==> config.mk <==
export PLATFORM = sky130hd
export DESIGN_NAME = flr_dev_flat
export DESIGN_NICKNAME = d
export VERILOG_FILES = /design/src/core/flr_pkg.sv /design/src/core/flr_if.sv /design/src/core/flr_dev.sv /design/src/flat_wrapper.sv
export SDC_FILE = /design/constraint.sdc
export NUM_CORES = 1
export LEC_CHECK = 0
export ABC_AREA = 1
export BUFFER_PORTS_ARGS = -buffer_cell sky130_fd_sc_hd__clkbuf_2
export CORE_MARGIN = 5
export CORE_UTILIZATION = 48
export DETAILED_ROUTE_END_ITERATION = 7
export GPL_TIMING_DRIVEN = 0
export PLACE_DENSITY = 0.75
export REMOVE_ABC_BUFFERS = 1
export SLEW_MARGIN = 20
export SYNTH_ARGS = -nofsm -noshare
export SYNTH_HDL_FRONTEND = slang
export SYNTH_SLANG_ARGS = --single-unit
==> constraint.sdc <==
create_clock -name MCLK_IN -period 1.8 [get_ports MCLK_IN]
set_input_delay 0.09 -clock MCLK_IN [delete_from_list [all_inputs] [get_ports MCLK_IN]]
set_output_delay 0.09 -clock MCLK_IN [all_outputs]
set_load 0.03 [all_outputs]
==> src/core/flr_pkg.sv <==
// Package for the fuse, lock and signature readout block.
// Assumes one 100 MHz clock and synchronous active-high reset at both ends.
package flr_pkg;
    // Clock and timing
    localparam int          CLK_MHZ          = 100;
    localparam real         PROG_MIN_MS      = 3.7;
    localparam real         PROG_MAX_MS      = 4.5;
    localparam int          PROG_MIN_CYC     = int'($ceil(PROG_MIN_MS * 1000.0 * CLK_MHZ));
    localparam int          PROG_MAX_CYC     = int'($floor(PROG_MAX_MS * 1000.0 * CLK_MHZ));
    localparam int          PROG_CYC         = 400000;
    localparam logic [2:0]  LOAD_WIN         = 3'h3;
    localparam logic [2:0]  STORE_WIN        = 3'h4;
    // Control/status bit positions
    localparam int          CS_SPMEN         = 0;
    localparam int          CS_ERASE_SEL     = 1;
    localparam int          CS_WRITE_SEL     = 2;
    localparam int          CS_LOCKSEL       = 3;
    localparam int          CS_RWWRE         = 4;
    localparam int          CS_SIGSEL        = 5;
    localparam int          CS_RWWBUSY       = 6;
    // Configuration pointer addresses
    localparam logic [15:0] A_FUSE_LO        = 16'h0000;
    localparam logic [15:0] A_LOCK           = 16'h0001;
    localparam logic [15:0] A_FUSE_EXT       = 16'h0002;
    localparam logic [15:0] A_FUSE_HI        = 16'h0003;
    // Signature row addresses
    localparam logic [15:0] A_SIG1           = 16'h0000;
    localparam logic [15:0] A_CAL3V          = 16'h0001;
    localparam logic [15:0] A_SIG2           = 16'h0002;
    localparam logic [15:0] A_SIG3           = 16'h0004;
    localparam logic [15:0] A_TS_LO          = 16'h0005;
    localparam logic [15:0] A_TS_HI          = 16'h0007;
    localparam logic [15:0] A_CAL5V          = 16'h0009;
    // Reset values of the host's registers
    localparam logic [31:0] RST_ZERO         = 32'h0000_0000;
    // Host register offsets (byte addresses)
    localparam logic [3:0]  R_CMD            = 4'h0;
    localparam logic [3:0]  R_PTR            = 4'h4;
    localparam logic [3:0]  R_DATA           = 4'h8;
    localparam logic [3:0]  R_STAT           = 4'hc;
    // Host command codes
    localparam logic [2:0]  C_LOCKRD         = 3'h1;
    localparam logic [2:0]  C_SIGNATURE_READ_SELECT          = 3'h2;
    localparam logic [2:0]  C_LOAD           = 3'h3;
    localparam logic [2:0]  C_ERASE          = 3'h4;
    localparam logic [2:0]  C_WRITE          = 3'h5;
    localparam logic [2:0]  C_REEN           = 3'h6;
    localparam logic [2:0]  C_LOCKWR         = 3'h7;
endpackage : flr_pkg

==> src/core/flr_if.sv <==
// Interface joining the CPU-side sequencer and the readout device.
// Assumes both ends share MCLK_IN; no tristate pins.
`timescale 1ns/1ps
interface flr_if;
    logic        cs_wr;      // Control/status write strobe
    logic [7:0]  cs_wdata;   // Control/status write data
    logic [7:0]  cs_rdata;   // Control/status read value
    logic        ld;         // Program-memory load strobe
    logic        st;         // Program-memory store strobe
    logic [15:0] ptr;        // Address pointer
    logic [7:0]  st_data;    // Store data (lock bits)
    logic [7:0]  ld_data;    // Load result
    logic        ld_valid;   // Load result valid pulse
    logic        ee_busy;    // EEPROM write in progress
    modport dev  (input cs_wr, cs_wdata, ld, st, ptr, st_data, ee_busy,
                  output cs_rdata, ld_data, ld_valid);
    modport host (output cs_wr, cs_wdata, ld, st, ptr, st_data,
                  input cs_rdata, ld_data, ld_valid, ee_busy);
endinterface : flr_if

==> src/core/flr_dev.sv <==
// Device end: configuration readout, self-program timing and section guard.
// Assumes the host issues one strobe per cycle and inputs are synchronous.
`timescale 1ns/1ps
module flr_dev #(
    parameter int          PROG_CYCLES = flr_pkg::PROG_CYC,
    parameter int          RWW_LIMIT   = 16'h0c00,
    parameter logic [7:0]  SIG1        = 8'h11,  // Arbitrary identity value
    parameter logic [7:0]  SIG2        = 8'h22,  // Arbitrary identity value
    parameter logic [7:0]  SIG3        = 8'h33,  // Arbitrary identity value
    parameter logic [7:0]  CAL3V       = 8'h80,
    parameter logic [7:0]  CAL5V       = 8'h80,
    parameter logic [15:0] TS25        = 16'h0140,
    parameter logic [7:0]  FUSE_LO     = 8'h62,
    parameter logic [7:0]  FUSE_HI     = 8'hdf,
    parameter logic [3:0]  FUSE_EXT    = 4'hf,
    parameter logic [5:0]  LOCK_INIT   = 6'h3f
) (
    // Clock and reset
    input  wire logic        MCLK_IN,
    input  wire logic        SRST_IN,
    // CPU-side link
    flr_if.dev               LINK,
    // Program-memory array port
    output logic [15:0]      PM_ADDR_OUT,
    input  wire logic [7:0]  PM_DATA_IN,
    output logic             PROG_BUSY_OUT
);
    // Parameter range check at elaboration; the limit is a word address of ptr[15:1]
    if (PROG_CYCLES < 1 || RWW_LIMIT < 1 || RWW_LIMIT > 32'h7fff) begin : g_bad_param
        $error("flr_dev: bad parameter");
    end

    logic        spmen;
    logic        locksel;
    logic        sigsel;
    logic [2:0]  win;
    logic        prog;
    logic [31:0] prog_cnt;
    logic        rww_busy;
    logic [5:0]  lock_bits;
    logic        pend_st;
    logic [7:0]  ld_data;
    logic        ld_valid;
    logic [7:0]  next_ld_data;
    logic        prog_start;

    // Armed store that launches a timed operation
    assign prog_start = LINK.st && pend_st && !LINK.cs_wr && !prog;

    // Arming window counter, restarted by each control write taken while the EEPROM and the programming timer are idle
    always_ff @(posedge MCLK_IN) begin
        if (SRST_IN)
            win <= 3'h0;
        else if (LINK.cs_wr && !LINK.ee_busy && !prog)
            win <= 3'h1;
        else if (win != 3'h0 && win < flr_pkg::STORE_WIN)
            win <= win + 3'h1;
        else
            win <= 3'h0;
    end

    // Select bits: set by control write, auto-cleared on use or timeout
    always_ff @(posedge MCLK_IN) begin
        if (SRST_IN) begin
            locksel <= 1'b0;
            sigsel  <= 1'b0;
            pend_st <= 1'b0;
        end else if (LINK.cs_wr && !LINK.ee_busy && !prog) begin
            locksel <= LINK.cs_wdata[flr_pkg::CS_LOCKSEL] & LINK.cs_wdata[flr_pkg::CS_SPMEN];
            sigsel  <= LINK.cs_wdata[flr_pkg::CS_SIGSEL] & LINK.cs_wdata[flr_pkg::CS_SPMEN];
            pend_st <= LINK.cs_wdata[flr_pkg::CS_SPMEN];
        end else begin
            if ((locksel || sigsel) && LINK.ld) begin
                locksel <= 1'b0;
                sigsel  <= 1'b0;
            end else begin
                if (win >= flr_pkg::LOAD_WIN)
                    sigsel <= 1'b0;
                // Lock select also serves a lock store, so it lasts the store window
                if (LINK.st || win >= flr_pkg::STORE_WIN)
                    locksel <= 1'b0;
            end
            if (LINK.st || win >= flr_pkg::STORE_WIN)
                pend_st <= 1'b0;
        end
    end

    // Enable bit: high from arming through the whole timed operation, even across reset
    always_ff @(posedge MCLK_IN) begin
        if (SRST_IN && !prog)
            spmen <= 1'b0;
        else if (LINK.cs_wr && !LINK.ee_busy && !prog)
            spmen <= LINK.cs_wdata[flr_pkg::CS_SPMEN];
        else if (prog_start || (prog && prog_cnt != 32'h1))
            spmen <= 1'b1;
        else if (prog || LINK.st || win >= flr_pkg::STORE_WIN || ((locksel || sigsel) && LINK.ld)
                 || (sigsel && win >= flr_pkg::LOAD_WIN))
            spmen <= 1'b0;
    end

    // Programming timer; reset does not abort it
    always_ff @(posedge MCLK_IN) begin
        if (prog) begin
            if (prog_cnt == 32'h1)
                prog <= 1'b0;
            prog_cnt <= prog_cnt - 32'h1;
        end else if (SRST_IN) begin
            prog     <= 1'b0;
            prog_cnt <= 32'h0;
        end else if (prog_start) begin
            prog     <= 1'b1;
            prog_cnt <= 32'(PROG_CYCLES);
        end
    end

    // Lock bits latched by a lock write store
    always_ff @(posedge MCLK_IN) begin
        if (SRST_IN)
            lock_bits <= LOCK_INIT;
        else if (LINK.st && locksel)
            lock_bits <= lock_bits & LINK.st_data[5:0];
    end

    // Busy flag set by erase or write, cleared by re-enable command
    always_ff @(posedge MCLK_IN) begin
        if (SRST_IN && !prog)
            rww_busy <= 1'b0;
        else if (prog_start && !locksel && (LINK.cs_rdata[flr_pkg::CS_ERASE_SEL]
                 || LINK.cs_rdata[flr_pkg::CS_WRITE_SEL]))
            rww_busy <= 1'b1;
        else if (LINK.cs_wr && !LINK.ee_busy && !prog && LINK.cs_wdata[flr_pkg::CS_RWWRE]
                 && LINK.cs_wdata[flr_pkg::CS_SPMEN])
            rww_busy <= 1'b0;
    end

    // Command bits held for the store that follows
    logic [1:0] op_bits;
    always_ff @(posedge MCLK_IN) begin
        if (SRST_IN)
            op_bits <= 2'h0;
        else if (LINK.cs_wr)
            op_bits <= LINK.cs_wdata[2:1];
    end

    // Load result mux
    always_comb begin
        next_ld_data = 8'hff;
        if (locksel && win <= flr_pkg::LOAD_WIN) begin
            case (LINK.ptr)
                flr_pkg::A_LOCK:     next_ld_data = {2'b11, lock_bits};
                flr_pkg::A_FUSE_LO:  next_ld_data = FUSE_LO;
                flr_pkg::A_FUSE_HI:  next_ld_data = FUSE_HI;
                flr_pkg::A_FUSE_EXT: next_ld_data = {4'hf, FUSE_EXT};
                default:             next_ld_data = 8'hff;
            endcase
        end else if (sigsel) begin
            case (LINK.ptr)
                flr_pkg::A_SIG1:  next_ld_data = SIG1;
                flr_pkg::A_SIG2:  next_ld_data = SIG2;
                flr_pkg::A_SIG3:  next_ld_data = SIG3;
                flr_pkg::A_CAL3V: next_ld_data = CAL3V;
                flr_pkg::A_CAL5V: next_ld_data = CAL5V;
                flr_pkg::A_TS_LO: next_ld_data = TS25[7:0];
                flr_pkg::A_TS_HI: next_ld_data = TS25[15:8];
                default:          next_ld_data = 8'hff;
            endcase
        end else if ((prog || rww_busy) && LINK.ptr[15:1] < 15'(RWW_LIMIT)) begin
            next_ld_data = 8'hff;
        end else begin
            next_ld_data = PM_DATA_IN;
        end
    end

    // Registered load answer
    always_ff @(posedge MCLK_IN) begin
        if (SRST_IN) begin
            ld_data  <= 8'h00;
            ld_valid <= 1'b0;
        end else begin
            ld_valid <= LINK.ld;
            if (LINK.ld)
                ld_data <= next_ld_data;
        end
    end

    // Array address register
    always_ff @(posedge MCLK_IN) begin
        if (SRST_IN)
            PM_ADDR_OUT <= 16'h0000;
        else
            PM_ADDR_OUT <= LINK.ptr;
    end

    // Busy output register
    always_ff @(posedge MCLK_IN) begin
        if (SRST_IN && !prog)
            PROG_BUSY_OUT <= 1'b0;
        else
            PROG_BUSY_OUT <= prog;
    end

    assign LINK.ld_data  = ld_data;
    assign LINK.ld_valid = ld_valid;
    assign LINK.cs_rdata = {1'b0, rww_busy, sigsel, 1'b0, locksel, op_bits, spmen};
endmodule : flr_dev

==> src/flat_wrapper.sv <==
// flat-port wrapper written by rule: the top's interface ports become plain ports
module flr_dev_flat 
#(
    parameter int          PROG_CYCLES = flr_pkg::PROG_CYC,
    parameter int          RWW_LIMIT   = 16'h0c00,
    parameter logic [7:0]  SIG1        = 8'h11,                             
    parameter logic [7:0]  SIG2        = 8'h22,                             
    parameter logic [7:0]  SIG3        = 8'h33,                             
    parameter logic [7:0]  CAL3V       = 8'h80,
    parameter logic [7:0]  CAL5V       = 8'h80,
    parameter logic [15:0] TS25        = 16'h0140,
    parameter logic [7:0]  FUSE_LO     = 8'h62,
    parameter logic [7:0]  FUSE_HI     = 8'hdf,
    parameter logic [3:0]  FUSE_EXT    = 4'hf,
    parameter logic [5:0]  LOCK_INIT   = 6'h3f
)
  (MCLK_IN, SRST_IN, PM_ADDR_OUT, PM_DATA_IN, PROG_BUSY_OUT, LINK_cs_wr, LINK_cs_wdata, LINK_ld, LINK_st, LINK_ptr, LINK_st_data, LINK_ee_busy, LINK_cs_rdata, LINK_ld_data, LINK_ld_valid);
  flr_if LINK_i ();
  input  wire logic MCLK_IN;
  input  wire logic SRST_IN;
  output logic [15:0] PM_ADDR_OUT;
  input  wire logic [7:0] PM_DATA_IN;
  output logic PROG_BUSY_OUT;
  input wire logic [$bits(LINK_i.cs_wr)-1:0] LINK_cs_wr;
  input wire logic [$bits(LINK_i.cs_wdata)-1:0] LINK_cs_wdata;
  input wire logic [$bits(LINK_i.ld)-1:0] LINK_ld;
  input wire logic [$bits(LINK_i.st)-1:0] LINK_st;
  input wire logic [$bits(LINK_i.ptr)-1:0] LINK_ptr;
  input wire logic [$bits(LINK_i.st_data)-1:0] LINK_st_data;
  input wire logic [$bits(LINK_i.ee_busy)-1:0] LINK_ee_busy;
  output wire logic [$bits(LINK_i.cs_rdata)-1:0] LINK_cs_rdata;
  output wire logic [$bits(LINK_i.ld_data)-1:0] LINK_ld_data;
  output wire logic [$bits(LINK_i.ld_valid)-1:0] LINK_ld_valid;
  assign LINK_i.cs_wr = LINK_cs_wr;
  assign LINK_i.cs_wdata = LINK_cs_wdata;
  assign LINK_i.ld = LINK_ld;
  assign LINK_i.st = LINK_st;
  assign LINK_i.ptr = LINK_ptr;
  assign LINK_i.st_data = LINK_st_data;
  assign LINK_i.ee_busy = LINK_ee_busy;
  assign LINK_cs_rdata = LINK_i.cs_rdata;
  assign LINK_ld_data = LINK_i.ld_data;
  assign LINK_ld_valid = LINK_i.ld_valid;
  flr_dev #(.PROG_CYCLES(PROG_CYCLES), .RWW_LIMIT(RWW_LIMIT), .SIG1(SIG1), .SIG2(SIG2), .SIG3(SIG3), .CAL3V(CAL3V), .CAL5V(CAL5V), .TS25(TS25), .FUSE_LO(FUSE_LO), .FUSE_HI(FUSE_HI), .FUSE_EXT(FUSE_EXT), .LOCK_INIT(LOCK_INIT)) u_core (.MCLK_IN(MCLK_IN), .SRST_IN(SRST_IN), .LINK(LINK_i), .PM_ADDR_OUT(PM_ADDR_OUT), .PM_DATA_IN(PM_DATA_IN), .PROG_BUSY_OUT(PROG_BUSY_OUT));
endmodule
==> flow_summary.json, run 1 <==
{
  "dieHeight_um": 102,
  "clock_power_share_pct": 29.1,
  "via_count": 3940,
  "cp.required_ns": 1.92,
  "synthMuxAreaShare_pct": 0,
  "track_usage_pct": 20.5,
  "tightest_slew_ns": 0.656,
  "post-dp-hpwl_um": 7040,
  "worst_setup_path_end_kind": "register",
  "holdCritPathClass": "in -> reg",
  "finalCritPeriodShare_pct": 101,
  "drv_cap": 0,
  "detail_route.first_pass.iterations": 4,
  "report.final.slew_viol_count": 0,
  "tns_ns": -0.0243,
  "start_util_pct": 49.3,
  "r2r_slack_ns": -0.02,
  "finalHoldViolCount": 0,
  "synth-seq-cells": 75,
  "synth_cell_type_count": 40,
  "cts-root-buf": "clkbuf_8",
  "grt_max_degree": 33,
  "drive_gt1_share_pct": 26.5,
  "swShare_pct": 31.8,
  "fp.coreArea_mm2": 0.00822,
  "status": "complete, but fails checks",
  "arrival_ns": 1.93,
  "grt_pass1_wl_um": 17200,
  "syn_to_final_growth_pct": 30.1,
  "p_seq_share_pct": 46.9,
  "max_freq_mhz": 550,
  "hp-start": "LINK_cs_wdata[0]",
  "wl_per_cell_um": 13.5,
  "p_int_uw": 3180,
  "power_switching_uw": 1480,
  "routed_wl_um": 10400,
  "regArea_mm2": 0.00183,
  "fin_worst_skew_ns": 0.0134,
  "fin_crit_ns": 1.82,
  "drt_iter0_drc": 245,
  "powerDensity_mw_per_mm2": 886,
  "antenna_found_initial": 0,
  "clock-sinks": 75,
  "cts_inserted_buffers": 9,
  "critical_path_class": "reg -> reg",
  "synth_cells": 536,
  "p_comb_share_pct": 24.0,
  "ant_nets": 0,
  "r2r-start": "u_core.prog_cnt[5]",
  "die_w_um": 102,
  "synth-adder-area-share_pct": 1.55,
  "final.fill_count": 708,
  "rsz0062_at_grt": "yes",
  "syn_avg_cell_area_um2": 7.55,
  "rr_endpoint": "u_core.prog_cnt[22]",
  "synth_compound_area_share_pct": 10.4,
  "yosysWarnings": 0,
  "synth_edf_count": 32,
  "whs_ns": 0.0182,
  "maxSlewHeadroom_pct": 56.3,
  "fp.dieArea_mm2": 0.0104,
  "ys.flop_type": "dfxtp_1",
  "cts_buffer_depth": 2,
  "multi_input_area_mm2": 0.00200,
  "yosys.area_share.simple_pct": 32.2,
  "critPathMaxFanout": 4,
  "ioPinCount": 80,
  "hold_depth": 3,
  "p_leak_uw": 0.00237,
  "yosysSeqAreaShare_pct": 45.0,
  "viasPerCell": 5.15,
  "setup_viol": 2,
  "cts_tree": "done",
  "h-tree-depth": 3,
  "rows": 33,
  "syn_area_mm2": 0.00405,
  "drcViolationCount": 0,
  "path_clk_slew_ns": 0.09,
  "vdd_ir_drop_max_v": 0.000433,
  "synthXorXnorAreaFrac_pct": 1.51,
  "violations": "negative setup slack",
  "antenna_cells": 0,
  "io_buffers": 73,
  "gr-total-overflow": 0,
  "clk_latency_ns": 0.36,
  "synth_top_family_by_area": "simple AND/OR/NAND/NOR gates",
  "cp-start-kind": "register",
  "postSynth.asyncResetShare_pct": 0,
  "r2r_cells": 10,
  "grt_pass1_vias": 3897,
  "hold_path_end": "u_core.pend_st",
  "worst_slack_ns": -0.0176,
  "place.gp.congestion": 0.855,
  "nets": 706
}
synthesized netlist by cell type, drive strengths merged (9+ instances only):
library cell | n | area share, %
nor2 | 109 | 12
nand2 | 102 | 9.8
inv | 71 | 6.6
dfxtp | 43 | 21
a21oi | 41 | 5.1
nand3 | 35 | 5.3
edfxtp | 32 | 24
o21ai | 27 | 3.4
nor3 | 12 | 1.7
nand4 | 11 | 2.1
buf | 9 | 1.6
clkbuf | 9 | 0.83
state kept, by name, indices dropped and copies added, names as in the netlist, 2 cells and up:
register             count
u_core.lock_bits         6
u_core.prog_cnt         32
u_core.op_bits           2
u_core.win               3
u_core.PM_ADDR_OUT      16
u_core.LINK.ld_data      8
how the worst max path moves through the flow:
stage / startpoint / endpoint / slack [ns]
floorplan: u_core.prog / u_core.prog_cnt[0] / 0.007
global placement: u_core.prog / u_core.prog_cnt[5] / -0.53
detailed placement: u_core.prog_cnt[0] / u_core.prog_cnt[22] / -0.19
CTS: u_core.prog_cnt[0] / u_core.prog_cnt[22] / -0.02
global route: u_core.prog_cnt[12] / u_core.prog_cnt[31] / -0.14
finish: u_core.prog_cnt[5] / u_core.prog_cnt[22] / -0.02
logic make-up after synthesis:
group / Yosys count
AO/OA/AOI/OAI: 78
XOR/XNOR: 7
adder cells (fa/ha/maj): 5
buffers and inverters: 92
flip-flops: 75
other: 1
AND/OR/NAND/NOR: 278
power by group through the flow:
stage	clock network, uW	registers, uW	logic, uW
3_3_place_gp	0	2200	728
2_1_floorplan	0	2230	493
3_5_place_dp	0	2210	757
4_1_cts	1370	2170	1020
6_report	1360	2190	1120
5_1_grt	1440	2210	1230
layout by cell type (no fill, tap or decap), drive strengths merged, types with 5 or more instances in the layout:
master / count
nor2: 109
o21ai: 27
nand4: 11
clkbuf: 83
nand2: 102
dlygate4sd3: 24
nor3: 12
inv: 74
ha: 5
dfxtp: 43
a21oi: 41
edfxtp: 32
clkinv: 5
xor2: 5
nand3: 35
buf: 28
per-layer routing:
metal / vias to the layer above / wire, um / GRT usage [%]
met5: - / 0 / 0
met4: 0 / 163 / 7.16
met3: 17 / 511 / 3.82
met2: 117 / 5460 / 36.8
met1: 1827 / 4230 / 24.5
li1: 1979 / - / -
worst max-delay path: stages, from the launching register on:
cell	delay, ns
edfxtp_1	0.49
nor2_2	0.19
nand2_2	0.08
nor2_4	0.15
nand3_4	0.12
nor2_4	0.15
nand3_4	0.10
nor2_4	0.12
nand3_1	0.08
nand2_1	0.06
nor2_1	0.04
area by class of cell:
class,count,area share [%]
multi-input cells,370,37.9
flip-flops and latches,75,34.7
repair buffers,125,15.6
inverters,74,5.32
clock buffers,11,3.30
well taps,105,2.49
clock inverters,5,0.713
repair_timing:
| item | CTS | global route |
|---|---|---|
| hold buffers | 25 | 0 |
| buffers inserted | 14 | 14 |
| gates resized for setup | 21 | 26 |
| setup endpoints to repair | 54 | 22 |
| endpoints found under the hold margin | 25 | 0 |
| pin swaps | 10 | 15 |
stage by stage:
step | instances | area (um^2) | setup slack [ns] | power (uW) | utilization, %
final | 765 | 5270 | -0.0176 | 4670 | 64.1
after global routing | 765 | 5270 | -0.144 | 4880 | 64.1
after CTS | 752 | 5090 | -0.0184 | 4560 | 61.9
after detailed placement | 697 | 4450 | -0.192 | 2970 | 54.2
after global placement | 697 | 4450 | -0.530 | 2930 | 54.1
after floorplan | 519 | 3950 | 0.00657 | 2730 | -
(Power assumes the default switching activity.)
==> run 2, diff against run 1 <==
--- a/config.mk
+++ b/config.mk
@@ -17,3 +17,4 @@
 export SYNTH_ARGS = -nofsm -noshare
 export SYNTH_HDL_FRONTEND = slang
 export SYNTH_SLANG_ARGS = --single-unit
+export TNS_END_PERCENT = 1
==> run 2 against run 1 <==
- the flow still finishes with violations (negative setup slack)
- non-clock buffer count down 21
- final area is 4.3% lower
- clock power about the same
- sequential cell count did not move
- largest cell class unchanged
- largest power group unchanged
- highest routed layer unchanged
==> flow_summary.json, run 2 (synthesis results as in run 1) <==
{
  "arrival_ns": 2.00,
  "layout_commonest_cell": "nand2_1",
  "place_inst": 697,
  "powerDensity_mw_per_mm2": 884,
  "max_freq_mhz": 532,
  "cp_common_cell": "nand2_1",
  "finalCritPeriodShare_pct": 104,
  "drcViolationCount": 0,
  "layout.cells.non_filler": 744,
  "max_stage_delay_ns": 0.49,
  "track_usage_pct": 19.9,
  "holdCritPathClass": "in -> reg",
  "layout_common_cells": "nand2_1 (95), nor2_1 (91), clkbuf_2 (73)",
  "p_leak_uw": 0.00225,
  "crit_path_cell_trace": "nor2_2 > nand2_4 > nor2_8 > nand4_4 > nor2_4 > nand3_4 > nor3_4 > nand2_1 > nand2_1 > nor2_1",
  "grt_pass1_wl_um": 16700,
  "violations": "negative setup slack",
  "maxSlewHeadroom_pct": 56.3,
  "status": "complete, but fails checks",
  "setup_viol": 9,
  "ioPinCount": 80,
  "worst_slack_ns": -0.0784,
  "cts-root-buf": "clkbuf_8",
  "report.final.slew_viol_count": 0,
  "viasPerCell": 5.17,
  "place.gp.congestion": 0.855,
  "rsz0062_at_grt": "yes",
  "dieHeight_um": 102,
  "tightest_slew_ns": 0.656,
  "io_buffers": 73,
  "fin_crit_ns": 1.88,
  "path_clk_slew_ns": 0.08,
  "clock-sinks": 75,
  "grt_pass1_vias": 3818,
  "wl_per_cell_um": 13.3,
  "worst_setup_path_end_kind": "register",
  "fp.dieArea_mm2": 0.0104,
  "largest_register_ffs": 32,
  "critical_path_class": "reg -> reg",
  "h-tree-depth": 3,
  "drive_gt1_share_pct": 22.2,
  "fin_worst_skew_ns": 0.0128,
  "start_util_pct": 49.3,
  "place_ws_ns": -0.192,
  "detail_route.first_pass.iterations": 4,
  "vdd_ir_drop_max_v": 0.000406,
  "drv_cap": 0,
  "slowest_stage": "edfxtp_1",
  "rows": 33,
  "finalHoldViolCount": 0,
  "critPathMaxFanout": 5,
  "fp.coreArea_mm2": 0.00822,
  "cts_tree": "done",
  "ant_nets": 0,
  "cts_inserted_buffers": 9,
  "post-dp-hpwl_um": 7040,
  "die_w_um": 102,
  "antenna_cells": 0,
  "cp-start-kind": "register",
  "final.fill_count": 725,
  "grt_max_degree": 33,
  "gr-total-overflow": 0,
  "clk_latency_ns": 0.36,
  "largestRegisters": "u_core.prog_cnt (32), u_core.PM_ADDR_OUT (16), u_core.LINK.ld_data (8)",
  "routed_wl_um": 9920,
  "top_register": "u_core.prog_cnt",
  "cts_buffer_depth": 2,
  "via_count": 3848,
  "syn_to_final_growth_pct": 24.5,
  "antenna_found_initial": 0,
  "nets": 685,
  "cp.required_ns": 1.92,
  "drt_iter0_drc": 266
}
[run 2: cell count changes in the layout (fill, tap and decap cells not counted), sizes merged]
cell,change
buf,-22
clkbuf,+1
dlygate4sd3,+1
dlymetal6s4s,-1
[run 2: what timing repair did]
item,in CTS,in global routing
resized for setup,10,17
hold endpoints to repair,25,0
hold buffers,25,0
pin swaps,2,4
setup endpoints to repair,54,23
setup buffers,2,4
[run 2: layer usage]
metal | up-vias | part of all wire [%] | GRT usage [%]
li1 | 1926 | - | -
met1 | 1788 | 41 | 24.1
met2 | 117 | 52 | 35.6
met3 | 17 | 5.2 | 3.82
met4 | 0 | 1.8 | 6.86
met5 | - | 0 | 0
[run 2: final timing paths]
check                           start                     to  slack [ns]  cells after the start
hold reg to reg   u_core.lock_bits[1]    u_core.lock_bits[1]        0.47                      2
setup reg to reg   u_core.prog_cnt[3]    u_core.prog_cnt[31]       -0.08                     10
hold / removal            LINK_ptr[2]  u_core.PM_ADDR_OUT[2]        0.01                      3
setup / recovery   u_core.prog_cnt[3]    u_core.prog_cnt[31]       -0.08                     10
[run 2: power breakdown]
part	switching (uW)	internal (uW)	total [uW]	leakage, uW
clock network	670	679	1350	0.000111
registers	180	2000	2180	0.000693
logic	558	368	926	0.00145
[run 2: metrics by stage]
step	hold slack [ns]	TNS (ns)	total power (uW)	area, um^2	utilization [%]
after floorplan	0.159	0	2730	3950	-
after global placement	0.297	-18.20	2930	4450	54.1
after detailed placement	0.303	-6.27	2970	4450	54.2
after CTS	0.00274	-0.462	4380	4950	60.3
after global routing	0.0310	-2.06	4670	5040	61.3
final	0.0145	-0.382	4460	5040	61.3
[run 2: worst max-delay path: cells and delay by family, from the launching register on]
| kind | cells | cell delay, ns |
|---|---|---|
| AND/OR/NAND/NOR | 10 | 1.15 |
| flip-flops | 1 | 0.49 |
[run 2: layout make-up]
class                           count  area, um^2  share of cell area, %
Multi-Input combinational cell    370        1930                   38.3
Sequential cell                    75        1830                   36.2
Timing Repair Buffer              104         661                   13.1
Inverter                           74         280                   5.56
Clock buffer                       11         174                   3.45
Tap cell                          105         131                   2.61
Clock inverter                      5        37.5                  0.745
==> run 3, diff against run 2 <==
--- a/config.mk
+++ b/config.mk
@@ -7,10 +7,12 @@
 export LEC_CHECK = 0
 export ABC_AREA = 1
 export BUFFER_PORTS_ARGS = -buffer_cell sky130_fd_sc_hd__clkbuf_2
+export CAP_MARGIN = 20
 export CORE_MARGIN = 5
 export CORE_UTILIZATION = 48
 export DETAILED_ROUTE_END_ITERATION = 7
 export GPL_TIMING_DRIVEN = 0
+export HOLD_SLACK_MARGIN = 0.1
 export PLACE_DENSITY = 0.75
 export REMOVE_ABC_BUFFERS = 1
 export SLEW_MARGIN = 20
==> run 3 against run 2 <==
- the run still ends with negative setup slack left
- utilization is 1.2 points higher
- first-iteration DRC count decreased by 7.9%
- sequential share of layout area down 0.67 points
- worst setup slack got worse by 0.0077 ns
- largest cell class unchanged
- largest power group unchanged
==> flow_summary.json, run 3 (synthesis results as in run 1) <==
{
  "antenna_cells": 0,
  "ioPinCount": 80,
  "final.fill_count": 711,
  "clock-sinks": 75,
  "grt_pass1_vias": 3857,
  "h-tree-depth": 3,
  "syn_to_final_growth_pct": 26.9,
  "fp.dieArea_mm2": 0.0104,
  "io_buffers": 73,
  "grt_max_degree": 33,
  "gr-total-overflow": 0,
  "finalCritPeriodShare_pct": 105,
  "critPathMaxFanout": 5,
  "worst_setup_path_end_kind": "register",
  "maxSlewHeadroom_pct": 56.3,
  "place.gp.congestion": 0.855,
  "cts-root-buf": "clkbuf_8",
  "start_util_pct": 49.3,
  "drive_gt1_share_pct": 21.9,
  "layout_commonest_cell": "nand2_1",
  "critical_path_class": "reg -> reg",
  "nets": 694,
  "cts_inserted_buffers": 9,
  "rsz0062_at_grt": "yes",
  "whs_ns": 0.0998,
  "fin_worst_skew_ns": 0.0132,
  "path_clk_slew_ns": 0.08,
  "setup_viol": 9,
  "fin_area_mm2": 0.00513,
  "clk_latency_ns": 0.36,
  "vdd_ir_drop_max_v": 0.000407,
  "drcViolationCount": 0,
  "report.final.slew_viol_count": 0,
  "dieHeight_um": 102,
  "powerDensity_mw_per_mm2": 873,
  "drv_cap": 0,
  "ant_nets": 0,
  "post-dp-hpwl_um": 7040,
  "die_w_um": 102,
  "holdCritPathClass": "in -> reg",
  "violations": "negative setup slack",
  "cts_buffer_depth": 2,
  "drt_iter0_drc": 245,
  "top_register": "u_core.prog_cnt",
  "layout_common_cells": "nand2_1 (95), nor2_1 (91), clkbuf_2 (73)",
  "max_freq_mhz": 530,
  "viasPerCell": 5.14,
  "cp-start-kind": "register",
  "cp.required_ns": 1.92,
  "arrival_ns": 2.01,
  "detail_route.first_pass.iterations": 4,
  "worst_slack_ns": -0.0861,
  "finalHoldViolCount": 0,
  "grt_pass1_wl_um": 17000,
  "largest_register_ffs": 32,
  "rows": 33,
  "total_power_uw": 4480,
  "fp.coreArea_mm2": 0.00822,
  "routed_wl_um": 10200,
  "largestRegisters": "u_core.prog_cnt (32), u_core.PM_ADDR_OUT (16), u_core.LINK.ld_data (8)",
  "status": "complete, but fails checks",
  "p_leak_uw": 0.00229,
  "dpl_cell_area_mm2": 0.00445,
  "fin_crit_ns": 1.89,
  "track_usage_pct": 20.4,
  "cts_tree": "done",
  "via_count": 3874,
  "tightest_slew_ns": 0.654,
  "antenna_found_initial": 0,
  "wl_per_cell_um": 13.5
}
## run 3: cell count changes in the layout (fill, tap and decap cells not counted), sizes merged
cell / change
dlygate4sd3: +9
## run 3: report_power, final
group | internal [uW] | total, uW | switching, uW
Combinational | 380 | 946 | 566
Sequential | 2000 | 2180 | 179
Clock | 680 | 1360 | 676
## run 3: what timing repair did
action | 4_1_cts | 5_1_grt
setup buffers | 2 | 4
endpoints found under the setup margin | 54 | 25
hold buffers | 34 | 0
resized for setup | 10 | 18
cloned | 0 | 0
pin swaps | 2 | 4
hold endpoints to repair | 28 | 0
## run 3: cell type report
class / instances / area [um^2] / share of cell area, %
multi-input combinational: 370 / 1940 / 37.7
sequential: 75 / 1830 / 35.6
timing repair buffer: 113 / 751 / 14.6
inverter: 74 / 280 / 5.46
clock buffer: 11 / 174 / 3.39
tap: 105 / 131 / 2.56
clock inverter: 5 / 37.5 / 0.731
## run 3: routing by layer
layer	part of all wire, %	GRT usage, %	vias up
met1	42	24.5	1795
met2	51	36.4	112
met3	4.7	3.82	21
met5	0	0	-
met4	2.1	7.27	0
li1	-	-	1946
## run 3: critical path: stages, from the launching register on
cell	delay (ns)
edfxtp_1	0.50
nor2_2	0.19
nand2_4	0.08
nor2_8	0.13
nand4_4	0.14
nor2_4	0.19
nand3_4	0.12
nor3_4	0.14
nand2_1	0.07
nand2_1	0.05
nor2_1	0.04
## run 3: stage by stage
stage | TNS [ns] | util, % | cells | setup slack, ns
CTS | -0.462 | 61.4 | 749 | -0.0943
global route | -2.20 | 62.5 | 753 | -0.211
finish | -0.368 | 62.5 | 753 | -0.0861
global placement | -18.20 | 54.1 | 697 | -0.530
floorplan | 0 | - | 519 | 0.00657
detailed placement | -6.27 | 54.2 | 697 | -0.192
## run 3: final timing paths
kind	startpoint	end	slack [ns]	cells after the start
worst max-delay path	u_core.prog_cnt[3]	u_core.prog_cnt[31]	-0.09	10
worst min-delay path	PM_DATA_IN[6]	u_core.LINK.ld_data[6]	0.1	3
worst max register to register	u_core.prog_cnt[3]	u_core.prog_cnt[31]	-0.09	10
worst min register to register	u_core.lock_bits[1]	u_core.lock_bits[1]	0.47	2
